<file path="src/cstw_map.svh">
// Offsets, field positions, window bounds and size codes of the cache SRAM test window
`ifndef CSTW_MAP_SVH
`define CSTW_MAP_SVH

// Configuration port pair select
`define CSTW_PORT_INDEX 1'b0
`define CSTW_PORT_DATA 1'b1

// Configuration indexes
`define CSTW_IDX_TIMING 8'h20
`define CSTW_IDX_CACHE 8'h21
`define CSTW_IDX_TEST 8'h22
`define CSTW_IDX_HOLD_LO 8'h23
`define CSTW_IDX_HOLD_HI 8'h24

// Field positions
`define CSTW_BIT_TAGWR_SLOW 0
`define CSTW_BIT_DATA_TEST 0
`define CSTW_BIT_TAG_TEST 1
`define CSTW_BIT_WIN_HIGH 3
`define CSTW_BIT_DUAL_BANK 3
`define CSTW_FLD_SIZE_HI 2
`define CSTW_FLD_SIZE_LO 0

// Cache size codes
`define CSTW_SIZE_64K 3'h0
`define CSTW_SIZE_128K 3'h1
`define CSTW_SIZE_256K 3'h2
`define CSTW_SIZE_512K 3'h3
`define CSTW_SIZE_1M 3'h4

// Window bounds, byte addresses
`define CSTW_WIN_LO_BASE 32'h0004_0000
`define CSTW_WIN_LO_TOP 32'h0007_FFFF
`define CSTW_WIN_LO512_BASE 32'h0002_0000
`define CSTW_WIN_LO512_TOP 32'h0009_FFFF
`define CSTW_WIN_HI_BASE 32'h0010_0000
`define CSTW_WIN_HI_TOP 32'h0017_FFFF
`define CSTW_REMAP_BASE 32'h0008_0000
`define CSTW_REMAP_BIT 19

// Lowest address bit that feeds the cache line address in dual bank mode
`define CSTW_CA2_BASE_BIT 5'h10

// Wait states of tag cycles
`define CSTW_WS_ZERO 2'h0
`define CSTW_WS_TAGWR_FAST 2'h1
`define CSTW_WS_TAGWR_SLOW 2'h2

// Reset values
`define CSTW_RST_BYTE 8'h00
`define CSTW_RST_SIZE 3'h0

`endif

</file>
<file path="src/cstw_pkg.sv">
// Types of the cache SRAM test window block
`default_nettype none
package cstw_pkg;

    // Bus cycle sequencer states
    typedef enum logic [1:0] {
        CSTW_IDLE = 2'b00,
        CSTW_ACCESS = 2'b01
    } cstw_state_e;

    // Complete state of the top module
    typedef struct packed {
        cstw_state_e st;
        logic [1:0] waitCnt;
        logic tagRead;
        logic [7:0] idx;
        logic tagWrSlow;
        logic [2:0] cacheSize;
        logic dualBank;
        logic winHigh;
        logic dataTest;
        logic tagTest;
        logic [7:0] holdWrLo;
        logic [7:0] holdWrHi;
        logic [7:0] holdRdLo;
        logic [7:0] holdRdHi;
        logic [7:0] cfgRdata;
        logic rdyN;
        logic forceHit;
        logic dramWrBlock;
        logic uncache;
        logic testActive;
        logic [19:2] sramAddr;
        logic ca2;
        logic dataCsN;
        logic dataWeN;
        logic [1:0] bankEnN;
        logic tagWeN;
        logic kenN;
    } cstw_state_s;

endpackage
`default_nettype wire

</file>
<file path="src/cstw_test_window.sv">
// Cache data and tag SRAM test window logic of the secondary cache controller
`default_nettype none
`include "cstw_map.svh"

module cstw_test_window (
    input wire logic ref_clk,
    input wire logic rstn,
    // Processor local bus
    input wire logic adsN,
    input wire logic [31:2] cpuAddr,
    input wire logic cpuWrite,
    input wire logic cpuMem,
    output logic rdyN,
    output logic brdyN,
    // Normal cache-enable decision and programmed hit timing from the cache core
    input wire logic kenNormalN,
    input wire logic [1:0] readHitWs,
    input wire logic [1:0] writeDirtyWs,
    output logic kenN,
    // Indexed configuration port pair
    input wire logic cfgWr,
    input wire logic cfgRd,
    input wire logic cfgPort,
    input wire logic [7:0] cfgWdata,
    output logic [7:0] cfgRdata,
    // DRAM controller side
    output logic forceHit,
    output logic dramWrBlock,
    output logic cycUncacheable,
    output logic fillInhibit,
    output logic castoutInhibit,
    output logic tagUpdInhibit,
    // Cache data SRAMs
    output logic [19:2] sramAddr,
    output logic cache_line_addr_bit2,
    output logic dataCsN,
    output logic dataWeN,
    output logic [1:0] bankEnN,
    // Tag SRAM
    output logic [19:4] tagAddr,
    input wire logic [15:0] tagRdata,
    output logic [15:0] tagWdata,
    output logic tagWeN
);

    cstw_pkg::cstw_state_s s_r; // Registered state
    cstw_pkg::cstw_state_s s_nxt; // Next state

    logic winHit; // Current address lies in the test window
    logic [19:2] winSram; // Remapped SRAM address for the current address
    logic busStart; // Memory cycle starts this edge
    logic [4:0] ca2Sel; // Address bit routed to the line address pin

    // Window decode and low-window remap
    cstw_window_dec u_dec (
        .cpuAddr(cpuAddr),
        .winHigh(s_r.winHigh),
        .cacheSize(s_r.cacheSize),
        .inWindow(winHit),
        .sramAddr(winSram)
    );

    // Only memory cycles are looked at; the sequencer ignores a new start while busy
    assign busStart = !adsN && cpuMem && (s_r.st == cstw_pkg::CSTW_IDLE);

    // Dual bank line address bit follows the programmed size
    assign ca2Sel = `CSTW_CA2_BASE_BIT + {2'h0, s_r.cacheSize};

    // Next state
    always_comb begin
        s_nxt = s_r;
        // One-cycle outputs fall back to idle levels by default
        s_nxt.rdyN = 1'b1;
        s_nxt.tagWeN = 1'b1;
        s_nxt.testActive = s_r.dataTest || s_r.tagTest;

        // Cache-enable decision passes through untouched by either mode
        s_nxt.kenN = kenNormalN;

        // Configuration port pair: index port then data port
        if (cfgWr) begin
            if (cfgPort == `CSTW_PORT_INDEX) begin
                s_nxt.idx = cfgWdata;
            end else begin
                unique case (s_r.idx)
                    `CSTW_IDX_TIMING: begin
                        s_nxt.tagWrSlow = cfgWdata[`CSTW_BIT_TAGWR_SLOW];
                    end
                    `CSTW_IDX_CACHE: begin
                        s_nxt.cacheSize = cfgWdata[`CSTW_FLD_SIZE_HI:`CSTW_FLD_SIZE_LO];
                        s_nxt.dualBank = cfgWdata[`CSTW_BIT_DUAL_BANK];
                    end
                    `CSTW_IDX_TEST: begin
                        s_nxt.winHigh = cfgWdata[`CSTW_BIT_WIN_HIGH];
                        s_nxt.dataTest = cfgWdata[`CSTW_BIT_DATA_TEST];
                        // A request for both modes keeps only data test
                        s_nxt.tagTest = cfgWdata[`CSTW_BIT_TAG_TEST]
                                        && !cfgWdata[`CSTW_BIT_DATA_TEST];
                    end
                    `CSTW_IDX_HOLD_LO: begin
                        s_nxt.holdWrLo = cfgWdata;
                    end
                    `CSTW_IDX_HOLD_HI: begin
                        s_nxt.holdWrHi = cfgWdata;
                    end
                    default: begin
                        // Other indexes belong to other blocks
                    end
                endcase
            end
        end

        // Hold reads return the captured tag, never the value written
        if (cfgRd) begin
            if (cfgPort == `CSTW_PORT_INDEX) begin
                s_nxt.cfgRdata = s_r.idx;
            end else begin
                unique case (s_r.idx)
                    `CSTW_IDX_TIMING: begin
                        s_nxt.cfgRdata = `CSTW_RST_BYTE;
                        s_nxt.cfgRdata[`CSTW_BIT_TAGWR_SLOW] = s_r.tagWrSlow;
                    end
                    `CSTW_IDX_CACHE: begin
                        s_nxt.cfgRdata = `CSTW_RST_BYTE;
                        s_nxt.cfgRdata[`CSTW_FLD_SIZE_HI:`CSTW_FLD_SIZE_LO] = s_r.cacheSize;
                        s_nxt.cfgRdata[`CSTW_BIT_DUAL_BANK] = s_r.dualBank;
                    end
                    `CSTW_IDX_TEST: begin
                        s_nxt.cfgRdata = `CSTW_RST_BYTE;
                        s_nxt.cfgRdata[`CSTW_BIT_WIN_HIGH] = s_r.winHigh;
                        s_nxt.cfgRdata[`CSTW_BIT_DATA_TEST] = s_r.dataTest;
                        s_nxt.cfgRdata[`CSTW_BIT_TAG_TEST] = s_r.tagTest;
                    end
                    `CSTW_IDX_HOLD_LO: begin
                        s_nxt.cfgRdata = s_r.holdRdLo;
                    end
                    `CSTW_IDX_HOLD_HI: begin
                        s_nxt.cfgRdata = s_r.holdRdHi;
                    end
                    default: begin
                        // Unclaimed index reads as zero
                        s_nxt.cfgRdata = `CSTW_RST_BYTE;
                    end
                endcase
            end
        end

        // Bus cycle sequencer
        unique case (s_r.st)
            cstw_pkg::CSTW_IDLE: begin
                if (busStart) begin
                    // Addresses go to the SRAMs mapped only for the 512K low window
                    s_nxt.sramAddr = s_r.testActive ? winSram : cpuAddr[19:2];
                    // Line address pin: plain A2 in single bank, size-selected in dual bank
                    s_nxt.ca2 = s_r.dualBank ? cpuAddr[ca2Sel] : cpuAddr[2];
                    s_nxt.uncache = s_r.testActive && !winHit;
                    if (s_r.testActive && winHit) begin
                        s_nxt.st = cstw_pkg::CSTW_ACCESS;
                        // Window decode stands in for tag compare
                        s_nxt.forceHit = 1'b1;
                        s_nxt.dramWrBlock = cpuWrite;
                        s_nxt.tagRead = s_r.tagTest && !cpuWrite;
                        if (s_r.dataTest) begin
                            // Data SRAM cycle at programmed hit timing
                            s_nxt.dataCsN = 1'b0;
                            s_nxt.dataWeN = !cpuWrite;
                            s_nxt.waitCnt = cpuWrite ? writeDirtyWs : readHitWs;
                            // Dual bank: A2 picks the upper dword bank; a missing bank floats
                            if (s_r.dualBank) begin
                                s_nxt.bankEnN = cpuAddr[2] ? 2'b01 : 2'b10;
                            end else begin
                                s_nxt.bankEnN = 2'b10;
                            end
                        end else if (cpuWrite) begin
                            // Tag write: holding value to tag at the line address
                            s_nxt.tagWeN = 1'b0;
                            s_nxt.waitCnt = s_r.tagWrSlow ? `CSTW_WS_TAGWR_SLOW
                                                          : `CSTW_WS_TAGWR_FAST;
                        end else begin
                            // Tag read completes with no wait states
                            s_nxt.waitCnt = `CSTW_WS_ZERO;
                        end
                    end
                end
            end
            cstw_pkg::CSTW_ACCESS: begin
                // Tag write enable is held for the whole data phase
                s_nxt.tagWeN = s_r.tagRead || !s_r.tagTest || !s_r.dramWrBlock;
                if (s_r.waitCnt == `CSTW_WS_ZERO) begin
                    // Tag sampled at the end of the first T2 of a read
                    if (s_r.tagRead) begin
                        s_nxt.holdRdLo = tagRdata[7:0];
                        s_nxt.holdRdHi = tagRdata[15:8];
                    end
                    // Non-burst ready closes every window cycle
                    s_nxt.rdyN = 1'b0;
                    s_nxt.tagWeN = 1'b1;
                    s_nxt.st = cstw_pkg::CSTW_IDLE;
                    s_nxt.forceHit = 1'b0;
                    s_nxt.dramWrBlock = 1'b0;
                    s_nxt.tagRead = 1'b0;
                    s_nxt.dataCsN = 1'b1;
                    s_nxt.dataWeN = 1'b1;
                    s_nxt.bankEnN = 2'b11;
                end else begin
                    s_nxt.waitCnt = s_r.waitCnt - 2'h1;
                end
            end
        endcase

        // Out-of-window flag drops with the modes, so it never outlives the inhibits
        if (!s_nxt.testActive) begin
            s_nxt.uncache = 1'b0;
        end

        // Data SRAMs never selected while tag test is on
        if (s_r.tagTest) begin
            s_nxt.dataCsN = 1'b1;
            s_nxt.dataWeN = 1'b1;
            s_nxt.bankEnN = 2'b11;
        end
    end

    // State register; both test modes come up off
    always_ff @(posedge ref_clk) begin
        if (!rstn) begin
            s_r.st <= cstw_pkg::CSTW_IDLE;
            s_r.waitCnt <= `CSTW_WS_ZERO;
            s_r.tagRead <= 1'b0;
            s_r.idx <= `CSTW_RST_BYTE;
            s_r.tagWrSlow <= 1'b0;
            s_r.cacheSize <= `CSTW_RST_SIZE;
            s_r.dualBank <= 1'b0;
            s_r.winHigh <= 1'b0;
            s_r.dataTest <= 1'b0;
            s_r.tagTest <= 1'b0;
            s_r.holdWrLo <= `CSTW_RST_BYTE;
            s_r.holdWrHi <= `CSTW_RST_BYTE;
            s_r.holdRdLo <= `CSTW_RST_BYTE;
            s_r.holdRdHi <= `CSTW_RST_BYTE;
            s_r.cfgRdata <= `CSTW_RST_BYTE;
            s_r.rdyN <= 1'b1;
            s_r.forceHit <= 1'b0;
            s_r.dramWrBlock <= 1'b0;
            s_r.uncache <= 1'b0;
            s_r.testActive <= 1'b0;
            s_r.sramAddr <= '0;
            s_r.ca2 <= 1'b0;
            s_r.dataCsN <= 1'b1;
            s_r.dataWeN <= 1'b1;
            s_r.bankEnN <= 2'b11;
            s_r.tagWeN <= 1'b1;
            s_r.kenN <= 1'b1;
        end else begin
            s_r <= s_nxt;
        end
    end

    // Outputs straight from the state register
    assign rdyN = s_r.rdyN;
    // Burst ready is never used by window cycles
    assign brdyN = s_r.st == s_r.st;
    assign kenN = s_r.kenN;
    assign cfgRdata = s_r.cfgRdata;
    assign forceHit = s_r.forceHit;
    assign dramWrBlock = s_r.dramWrBlock;
    assign cycUncacheable = s_r.uncache;
    // Any test mode stops fills, castouts and tag updates outside the window
    assign fillInhibit = s_r.testActive;
    assign castoutInhibit = s_r.testActive;
    assign tagUpdInhibit = s_r.testActive;
    assign sramAddr = s_r.sramAddr;
    assign cache_line_addr_bit2 = s_r.ca2;
    assign dataCsN = s_r.dataCsN;
    assign dataWeN = s_r.dataWeN;
    assign bankEnN = s_r.bankEnN;
    // One tag per 16-byte line: the low four address bits do not reach the tag
    assign tagAddr = s_r.sramAddr[19:4];
    assign tagWdata = {s_r.holdWrHi, s_r.holdWrLo};
    assign tagWeN = s_r.tagWeN;

endmodule // cstw_test_window
`default_nettype wire

</file>
<file path="src/cstw_window_dec.sv">
// Test window decode and low-window address remap
`default_nettype none
`include "cstw_map.svh"

module cstw_window_dec (
    input wire logic [31:2] cpuAddr,
    input wire logic winHigh,
    input wire logic [2:0] cacheSize,
    output logic inWindow,
    output logic [19:2] sramAddr
);

    // Inclusive range check, used for each of the three windows
    function automatic logic inRange(input logic [31:2] a, input logic [31:0] lo,
                                     input logic [31:0] hi);
        inRange = (a >= lo[31:2]) && (a <= hi[31:2]);
    endfunction

    logic low512; // Full 512K window in the bottom megabyte

    // Window placement and size; size bits matter only for the low window
    always_comb begin
        low512 = !winHigh && (cacheSize == `CSTW_SIZE_512K);
        if (winHigh) begin
            inWindow = inRange(cpuAddr, `CSTW_WIN_HI_BASE, `CSTW_WIN_HI_TOP);
        end else if (low512) begin
            inWindow = inRange(cpuAddr, `CSTW_WIN_LO512_BASE, `CSTW_WIN_LO512_TOP);
        end else begin
            inWindow = inRange(cpuAddr, `CSTW_WIN_LO_BASE, `CSTW_WIN_LO_TOP);
        end
    end

    // Addresses pass straight through except the top 128K of the 512K low window
    always_comb begin
        sramAddr = cpuAddr[19:2];
        if (low512 && inRange(cpuAddr, `CSTW_REMAP_BASE, `CSTW_WIN_LO512_TOP)) begin
            sramAddr[`CSTW_REMAP_BIT] = 1'b0;
        end
    end

endmodule // cstw_window_dec
`default_nettype wire

</file>
<file path="config.mk">
export PLATFORM = sky130hd
export DESIGN_NAME = cstw_test_window
export DESIGN_NICKNAME = d
export VERILOG_FILES = /design/src/cstw_pkg.sv /design/src/cstw_test_window.sv /design/src/cstw_window_dec.sv
export VERILOG_INCLUDE_DIRS = /design/src
export SDC_FILE = /design/constraint.sdc
export NUM_CORES = 1
export LEC_CHECK = 0
export BUFFER_PORTS_ARGS = -buffer_cell sky130_fd_sc_hd__buf_2
export CAP_MARGIN = 20
export CORE_MARGIN = 3
export CORE_UTILIZATION = 34
export DETAILED_ROUTE_END_ITERATION = 8
export PLACE_DENSITY = 0.7
export SYNTH_ARGS = -nofsm -noshare
export SYNTH_HDL_FRONTEND = slang
export SYNTH_SLANG_ARGS = --single-unit
</file>
<file path="constraint.sdc">
create_clock -name ref_clk -period 1.9 [get_ports ref_clk]
set_input_delay 0.19 -clock ref_clk [delete_from_list [all_inputs] [get_ports ref_clk]]
set_output_delay 0.19 -clock ref_clk [all_outputs]
set_load 0.03 [all_outputs]
</file>
==> flow_summary.json, run 1 <==
{
  "fin_worst_skew_ns": 0.00631,
  "area_delta_synth_final_pct": 17.6,
  "syn-num-nets": 571,
  "irDropWorstVdd_uv": 560,
  "drive_gt1_share_pct": 30.6,
  "synth-edff-count": 0,
  "drt_iter0_markers": 209,
  "status": "completed",
  "regArea_sq_um": 1800,
  "vias": 3615,
  "path_max_fanout": 8,
  "synth-seq-cells": 90,
  "slowest_stage": "and4b_1",
  "hold_path.class": "in -> reg",
  "power_density_nw_per_um2": 836,
  "hold_viol_final": 0,
  "cp.required_ns": 2.13,
  "cts_sinks": 90,
  "via_per_inst": 4.84,
  "htree_num_levels": 3,
  "io_pins": 140,
  "start_util_pct": 35.0,
  "wl_met2_microns": 5410,
  "cpPeakStageDelay_ns": 0.38,
  "nFillCells": 1198,
  "arrival_ns": 1.96,
  "cts_root_buf": "clkbuf_16",
  "die_y_microns": 117,
  "cp_num_buf_inv": 0,
  "fmax_mhz": 580,
  "coreArea_sq_um": 12100,
  "ys_types": 45,
  "die_w_microns": 117,
  "critPathTopFamily": "simple AND/OR/NAND/NOR gates",
  "drt_wl_total_microns": 10800,
  "relSlewSlack_pct": 60.3,
  "tightest_slew_ns": 0.594,
  "clkTransAtPathRegs_ns": 0.06,
  "multiInputGateArea_sq_um": 1830,
  "dieArea_sq_um": 13800,
  "fin_util_pct": 41.1,
  "grt_pass1_vias": 3427,
  "post-route-period-util_pct": 90.8,
  "post_drt_wl_per_cell_microns": 14.5,
  "min_from": "kenNormalN",
  "top_layer": "met4",
  "met3_length_microns": 808,
  "cts_buffers": 9,
  "clk_latency_ns": 0.34,
  "p_total_mw": 4.15,
  "drt_pass1_iterations": 5,
  "cts_tree": "built",
  "drc_errors": 0,
  "fin_setup_tns_ns": 0,
  "cts_buffer_depth": 2,
  "fp-row-count": 40,
  "cts_hold_buffers": 0,
  "crit_chain": "nor4b_2, and4b_1, nand3_2, mux2i_1, nor2_1",
  "crit_path_start_kind": "flip-flop",
  "post_cts_buffers": 0,
  "syn_inst": 503,
  "fin_nets": 642,
  "wl_met1_microns": 4520,
  "ys_warn_count": 0,
  "cts_resized": 0,
  "grt_overflow": 0,
  "synth_ff_type": "dfxtp_1",
  "rsz0062_at_grt": "no",
  "worst_setup_path_end_kind": "flip-flop",
  "criticalPathCategory": "reg -> reg",
  "maxCapViolCount": 0,
  "seq_area_frac_synth_pct": 42.7,
  "ant_nets": 0,
  "r2r_start": "s_r[84]",
  "drv_slew": 0,
  "antenna_found_initial": 0,
  "setup-violations-final": 0,
  "period_minus_slack_ns": 1.72,
  "synth_area_sq_um": 4220,
  "grt_max_degree": 29,
  "post-dp-hpwl_microns": 8380,
  "setup.worst_path.start": "s_r[84]",
  "portBuffers": 138,
  "antenna_cells": 0,
  "async_flop_share_pct": 0,
  "avgSynthCellArea_sq_um": 8.39,
  "grt_use_total_pct": 15.5,
  "grt_pass1_wl_microns": 17300,
  "p_leak_nw": 2.30,
  "gp_congestion": 0.799
}
[path summary, 6_finish.rpt]
kind / endpoint / slack (ns) / depth (start not counted)
max: tagWdata[4] / 0.18 / 5
min: kenN / 0.03 / 2
max reg2reg: tagWdata[4] / 0.18 / 5
min reg2reg: dataCsN / 0.45 / 2
[layout by cell type, fill, tap and decap left out, drive strengths merged, types with 2 or more instances in the layout]
cell type	n
clkbuf	11
nand3	9
a21oi	59
o21ai	9
and3	5
and2	2
nand4b	2
nor3b	3
o211ai	2
dfxtp	90
a211oi	5
nor2b	11
a21boi	3
mux2i	28
clkinv	3
o22ai	2
and4b	2
nand2b	4
mux4	3
nand2	100
mux2	2
nand3b	4
buf	149
and3b	2
a22oi	2
a31oi	3
or3b	2
inv	4
a22o	4
nor2	40
nor4	2
[power by group]
group	leakage [nW]	internal (mW)	total [mW]	switching, mW
sequential	0.730	1.92	1.95	0.0285
clock	0.151	1.08	1.80	0.716
combinational	1.42	0.143	0.395	0.252
[synth_stat cells (3+ instances only)]
| cell type | number | share of area, % |
|---|---|---|
| buf_2 | 3 | 0.36 |
| dfxtp_1 | 90 | 43 |
| nand2b_1 | 4 | 0.59 |
| a21boi_0 | 3 | 0.53 |
| clkbuf_1 | 20 | 1.8 |
| nor2_1 | 40 | 3.6 |
| a211oi_1 | 5 | 0.89 |
| a22o_1 | 4 | 0.83 |
| nor2b_1 | 11 | 1.6 |
| and3_1 | 5 | 0.74 |
| a31oi_1 | 3 | 0.45 |
| nand3_1 | 7 | 0.83 |
| a21oi_1 | 59 | 7.0 |
| buf_4 | 64 | 11 |
| nand3b_1 | 3 | 0.53 |
| o21ai_0 | 8 | 0.95 |
| nand2_1 | 100 | 8.9 |
| nor3b_1 | 3 | 0.53 |
| mux4_2 | 3 | 1.6 |
| mux2i_1 | 28 | 6.6 |
| inv_1 | 4 | 0.36 |
[worst register-to-register path: stages, from the launching register on]
cell and delay, ns:
dfxtp_1 0.33, nor4b_2 0.29, and4b_1 0.38, nand3_2 0.29, mux2i_1 0.26, nor2_1 0.06
[state kept, by name, indices dropped and copies added, names as in the netlist]
| name | count |
|---|---|
| dataWeN | 1 |
| dataCsN | 1 |
| cache_line_addr_bit2 | 1 |
| tagWeN | 1 |
| cfgRdata | 8 |
| castoutInhibit | 1 |
| tagWdata | 16 |
| s_r | 36 |
| forceHit | 1 |
| kenN | 1 |
| dramWrBlock | 1 |
| cycUncacheable | 1 |
| rdyN | 1 |
| bankEnN | 2 |
| sramAddr | 18 |
[cells by family (layout without fill, tap and decap cells)]
group / after synthesis / after routing / share of synthesized area [%]
compound gates: 93 / 93 / 12.7
fa+ha+maj: 1 / 1 / 0.297
buf+inv: 93 / 169 / 14.1
flops: 90 / 90 / 42.7
mux: 33 / 33 / 8.78
other cells: 1 / 1 / 0.0889
simple gates: 192 / 192 / 21.4
[layer usage]
metal	up-vias	track usage, %
met1	1677	17.4
met3	8	5.74
met4	0	3.74
met2	151	27.8
li1	1779	-
met5	-	0
[area by class of cell]
class,instances,area share [%]
multi-input combinational,320,36.9
sequential,90,36.3
timing repair buffer,149,16.1
clock buffer,11,5.10
tap,168,4.24
clock inverter,5,1.06
inverter,4,0.303
[through the flow]
| step | std cells | setup WS (ns) | hold slack, ns | cell area, sq um |
|---|---|---|---|---|
| floorplan | 503 | 0.335 | 0.291 | 4220 |
| global placement | 731 | 0.216 | 0.387 | 4650 |
| detailed placement | 731 | 0.151 | 0.391 | 4650 |
| CTS | 747 | 0.150 | 0.0285 | 4960 |
| global route | 747 | 0.0411 | 0.0353 | 4960 |
| finish | 747 | 0.175 | 0.0349 | 4960 |
(Power assumes the default switching activity.)
==> inputs of run 2 (changes only) <==
--- a/config.mk
+++ b/config.mk
@@ -12,6 +12,7 @@
 export CORE_UTILIZATION = 34
 export DETAILED_ROUTE_END_ITERATION = 8
 export PLACE_DENSITY = 0.7
+export REMOVE_ABC_BUFFERS = 1
 export SYNTH_ARGS = -nofsm -noshare
 export SYNTH_HDL_FRONTEND = slang
 export SYNTH_SLANG_ARGS = --single-unit
==> constraint.sdc (replaced) <==
create_clock -name ref_clk -period 1.9 [get_ports ref_clk]
set_input_delay 0.19 -clock ref_clk [delete_from_list [all_inputs] [get_ports ref_clk]]
set_output_delay 0.19 -clock ref_clk [all_outputs]
set_load 0.01 [all_outputs]
==> flow_summary.json, run 2 (synthesis gave the netlist of run 1 again) <==
{
  "nFillCells": 1222,
  "combPwrFrac_pct": 7.6,
  "grt_busiest_layer": "met2",
  "vias": 3497,
  "drc_errors": 0,
  "grt_pass1_wl_microns": 17000,
  "layout_common_cells": "buf_2, nand2_1, dfxtp_1, a21oi_1, nor2_1",
  "criticalPathCategory": "reg -> reg",
  "post-route-period-util_pct": 89.0,
  "fp-row-count": 40,
  "cts_tree": "built",
  "fin_worst_skew_ns": 0.00563,
  "htree_num_levels": 3,
  "portBuffers": 138,
  "area_delta_synth_final_pct": 17.8,
  "drt_pass1_iterations": 4,
  "slowest_stage": "or3b_1",
  "setup-violations-final": 0,
  "post_drt_wl_per_cell_microns": 13.8,
  "place_ws_ns": 0.154,
  "via_per_inst": 4.68,
  "critPathTopFamily": "simple AND/OR/NAND/NOR gates",
  "relSlewSlack_pct": 57.3,
  "mostFrequentLayoutCell": "buf_2",
  "maxCapViolCount": 0,
  "fmax_mhz": 592,
  "grt_use_total_pct": 14.9,
  "rsz0062_at_grt": "no",
  "cts_buffers": 9,
  "crit_path_start_kind": "flip-flop",
  "grt_max_degree": 36,
  "dieArea_sq_um": 13800,
  "hold_path.class": "in -> reg",
  "ant_nets": 0,
  "dp_cells": 730,
  "p_total_mw": 4.23,
  "drt_iter0_markers": 143,
  "swShare_pct": 22.3,
  "post_cts_buffers": 0,
  "grtUsageMet2_pct": 25.0,
  "drive_gt1_share_pct": 30.4,
  "cpPeakStageDelay_ns": 0.37,
  "internal-power_mw": 3.29,
  "gr-usage-met1_pct": 18.7,
  "cp_num_buf_inv": 0,
  "arrival_ns": 1.96,
  "largest_register_ffs": 36,
  "cts_root_buf": "clkbuf_16",
  "fin_nets": 641,
  "p_seq_share_pct": 46.1,
  "final_cells": 748,
  "period_minus_slack_ns": 1.69,
  "cp.required_ns": 2.17,
  "worst_slack_ns": 0.210,
  "gp_congestion": 0.834,
  "p_clk_share_pct": 46.4,
  "clk_latency_ns": 0.34,
  "irDropWorstVdd_uv": 379,
  "fin_util_pct": 41.2,
  "post-dp-hpwl_microns": 7660,
  "clkTransAtPathRegs_ns": 0.06,
  "grt_pass1_vias": 3436,
  "io_pins": 140,
  "cts_sinks": 90,
  "p_leak_nw": 2.30,
  "worst_setup_path_end_kind": "flip-flop",
  "grt_overflow": 0,
  "drt_wl_total_microns": 10400,
  "coreArea_sq_um": 12100,
  "top_register": "s_r",
  "path_max_fanout": 5,
  "crit_chain": "nor4b_2, and4b_2, nand3b_4, or3b_1, a21oi_1",
  "tightest_slew_ns": 0.640,
  "antenna_found_initial": 2,
  "power_density_nw_per_um2": 852,
  "use_met3_pct": 2.89,
  "p_sw_uw": 945,
  "status": "completed",
  "die_w_microns": 117,
  "hold_viol_final": 0,
  "start_util_pct": 35.0,
  "drv_slew": 0,
  "cts_buffer_depth": 2,
  "die_y_microns": 117
}
-- run 2: cell types whose count changed in the layout (fill, tap and decap cells not counted), sizes merged --
| cell | before | now |
|---|---|---|
| diode | 0 | 2 |
| buf | 149 | 148 |
| bufinv | 1 | 2 |
| clkbuf | 11 | 12 |
| clkinv | 3 | 2 |
| clkinvlp | 1 | 0 |
-- run 2: final timing paths --
check                   from      end  slack [ns]  cells past startpoint
hold reg to reg      dataCsN  dataCsN        0.45                      2
setup / recovery     s_r[84]  s_r[70]        0.21                      5
setup reg to reg     s_r[84]  s_r[70]        0.21                      5
hold / removal    kenNormalN     kenN        0.03                      2
-- run 2: final cells by class --
cell class / instances / area (sq um) / share of cell area, %
antenna: 2 / 5.00 / 0.101
clock buffer: 12 / 256 / 5.16
clock inverter: 4 / 73.8 / 1.49
inverter: 4 / 15.0 / 0.302
multi-input combinational: 320 / 1830 / 36.8
sequential: 90 / 1800 / 36.3
tap: 168 / 210 / 4.23
timing repair buffer: 148 / 778 / 15.7
-- run 2: worst reg2reg max path, delay by kind of cell, from the launching register on --
kind | cells | cell delay, ns
AOI/OAI and AO/OA | 1 | 0.14
DFF | 1 | 0.33
and+or+nand+nor | 4 | 1.15
-- run 2: power groups by stage --
stage                     clock (mW)  combinational [mW]  sequential [mW]
after floorplan                    0               0.109             2.02
after global placement             0               0.315             1.99
after detailed placement           0               0.321             1.99
after CTS                       1.99               0.323             1.95
after global routing            2.07               0.355             1.95
final                           1.96               0.321             1.95
-- run 2: routing by layer --
metal | share of wire (%) | routed length, microns | vias to the layer above
met1 | 45 | 4700 | 1629
met3 | 4.1 | 421 | 14
met2 | 49 | 5050 | 80
met4 | 1.8 | 191 | 0
met5 | 0 | 0 | -
li1 | - | - | 1774
-- run 2: repair_timing --
| action | CTS | global route |
|---|---|---|
| gates resized for setup | 0 | 1 |
| endpoints found under the setup margin | 0 | 5 |
| hold buffers | 0 | 0 |
-- run 2: metrics by stage --
step                setup TNS, ns  hold WS [ns]  area, sq um
floorplan                   -5.43         0.263         3640
global placement                0         0.379         4630
detailed placement              0         0.379         4630
CTS                             0        0.0286         4960
global route                    0        0.0554         4970
finish                          0        0.0339         4970
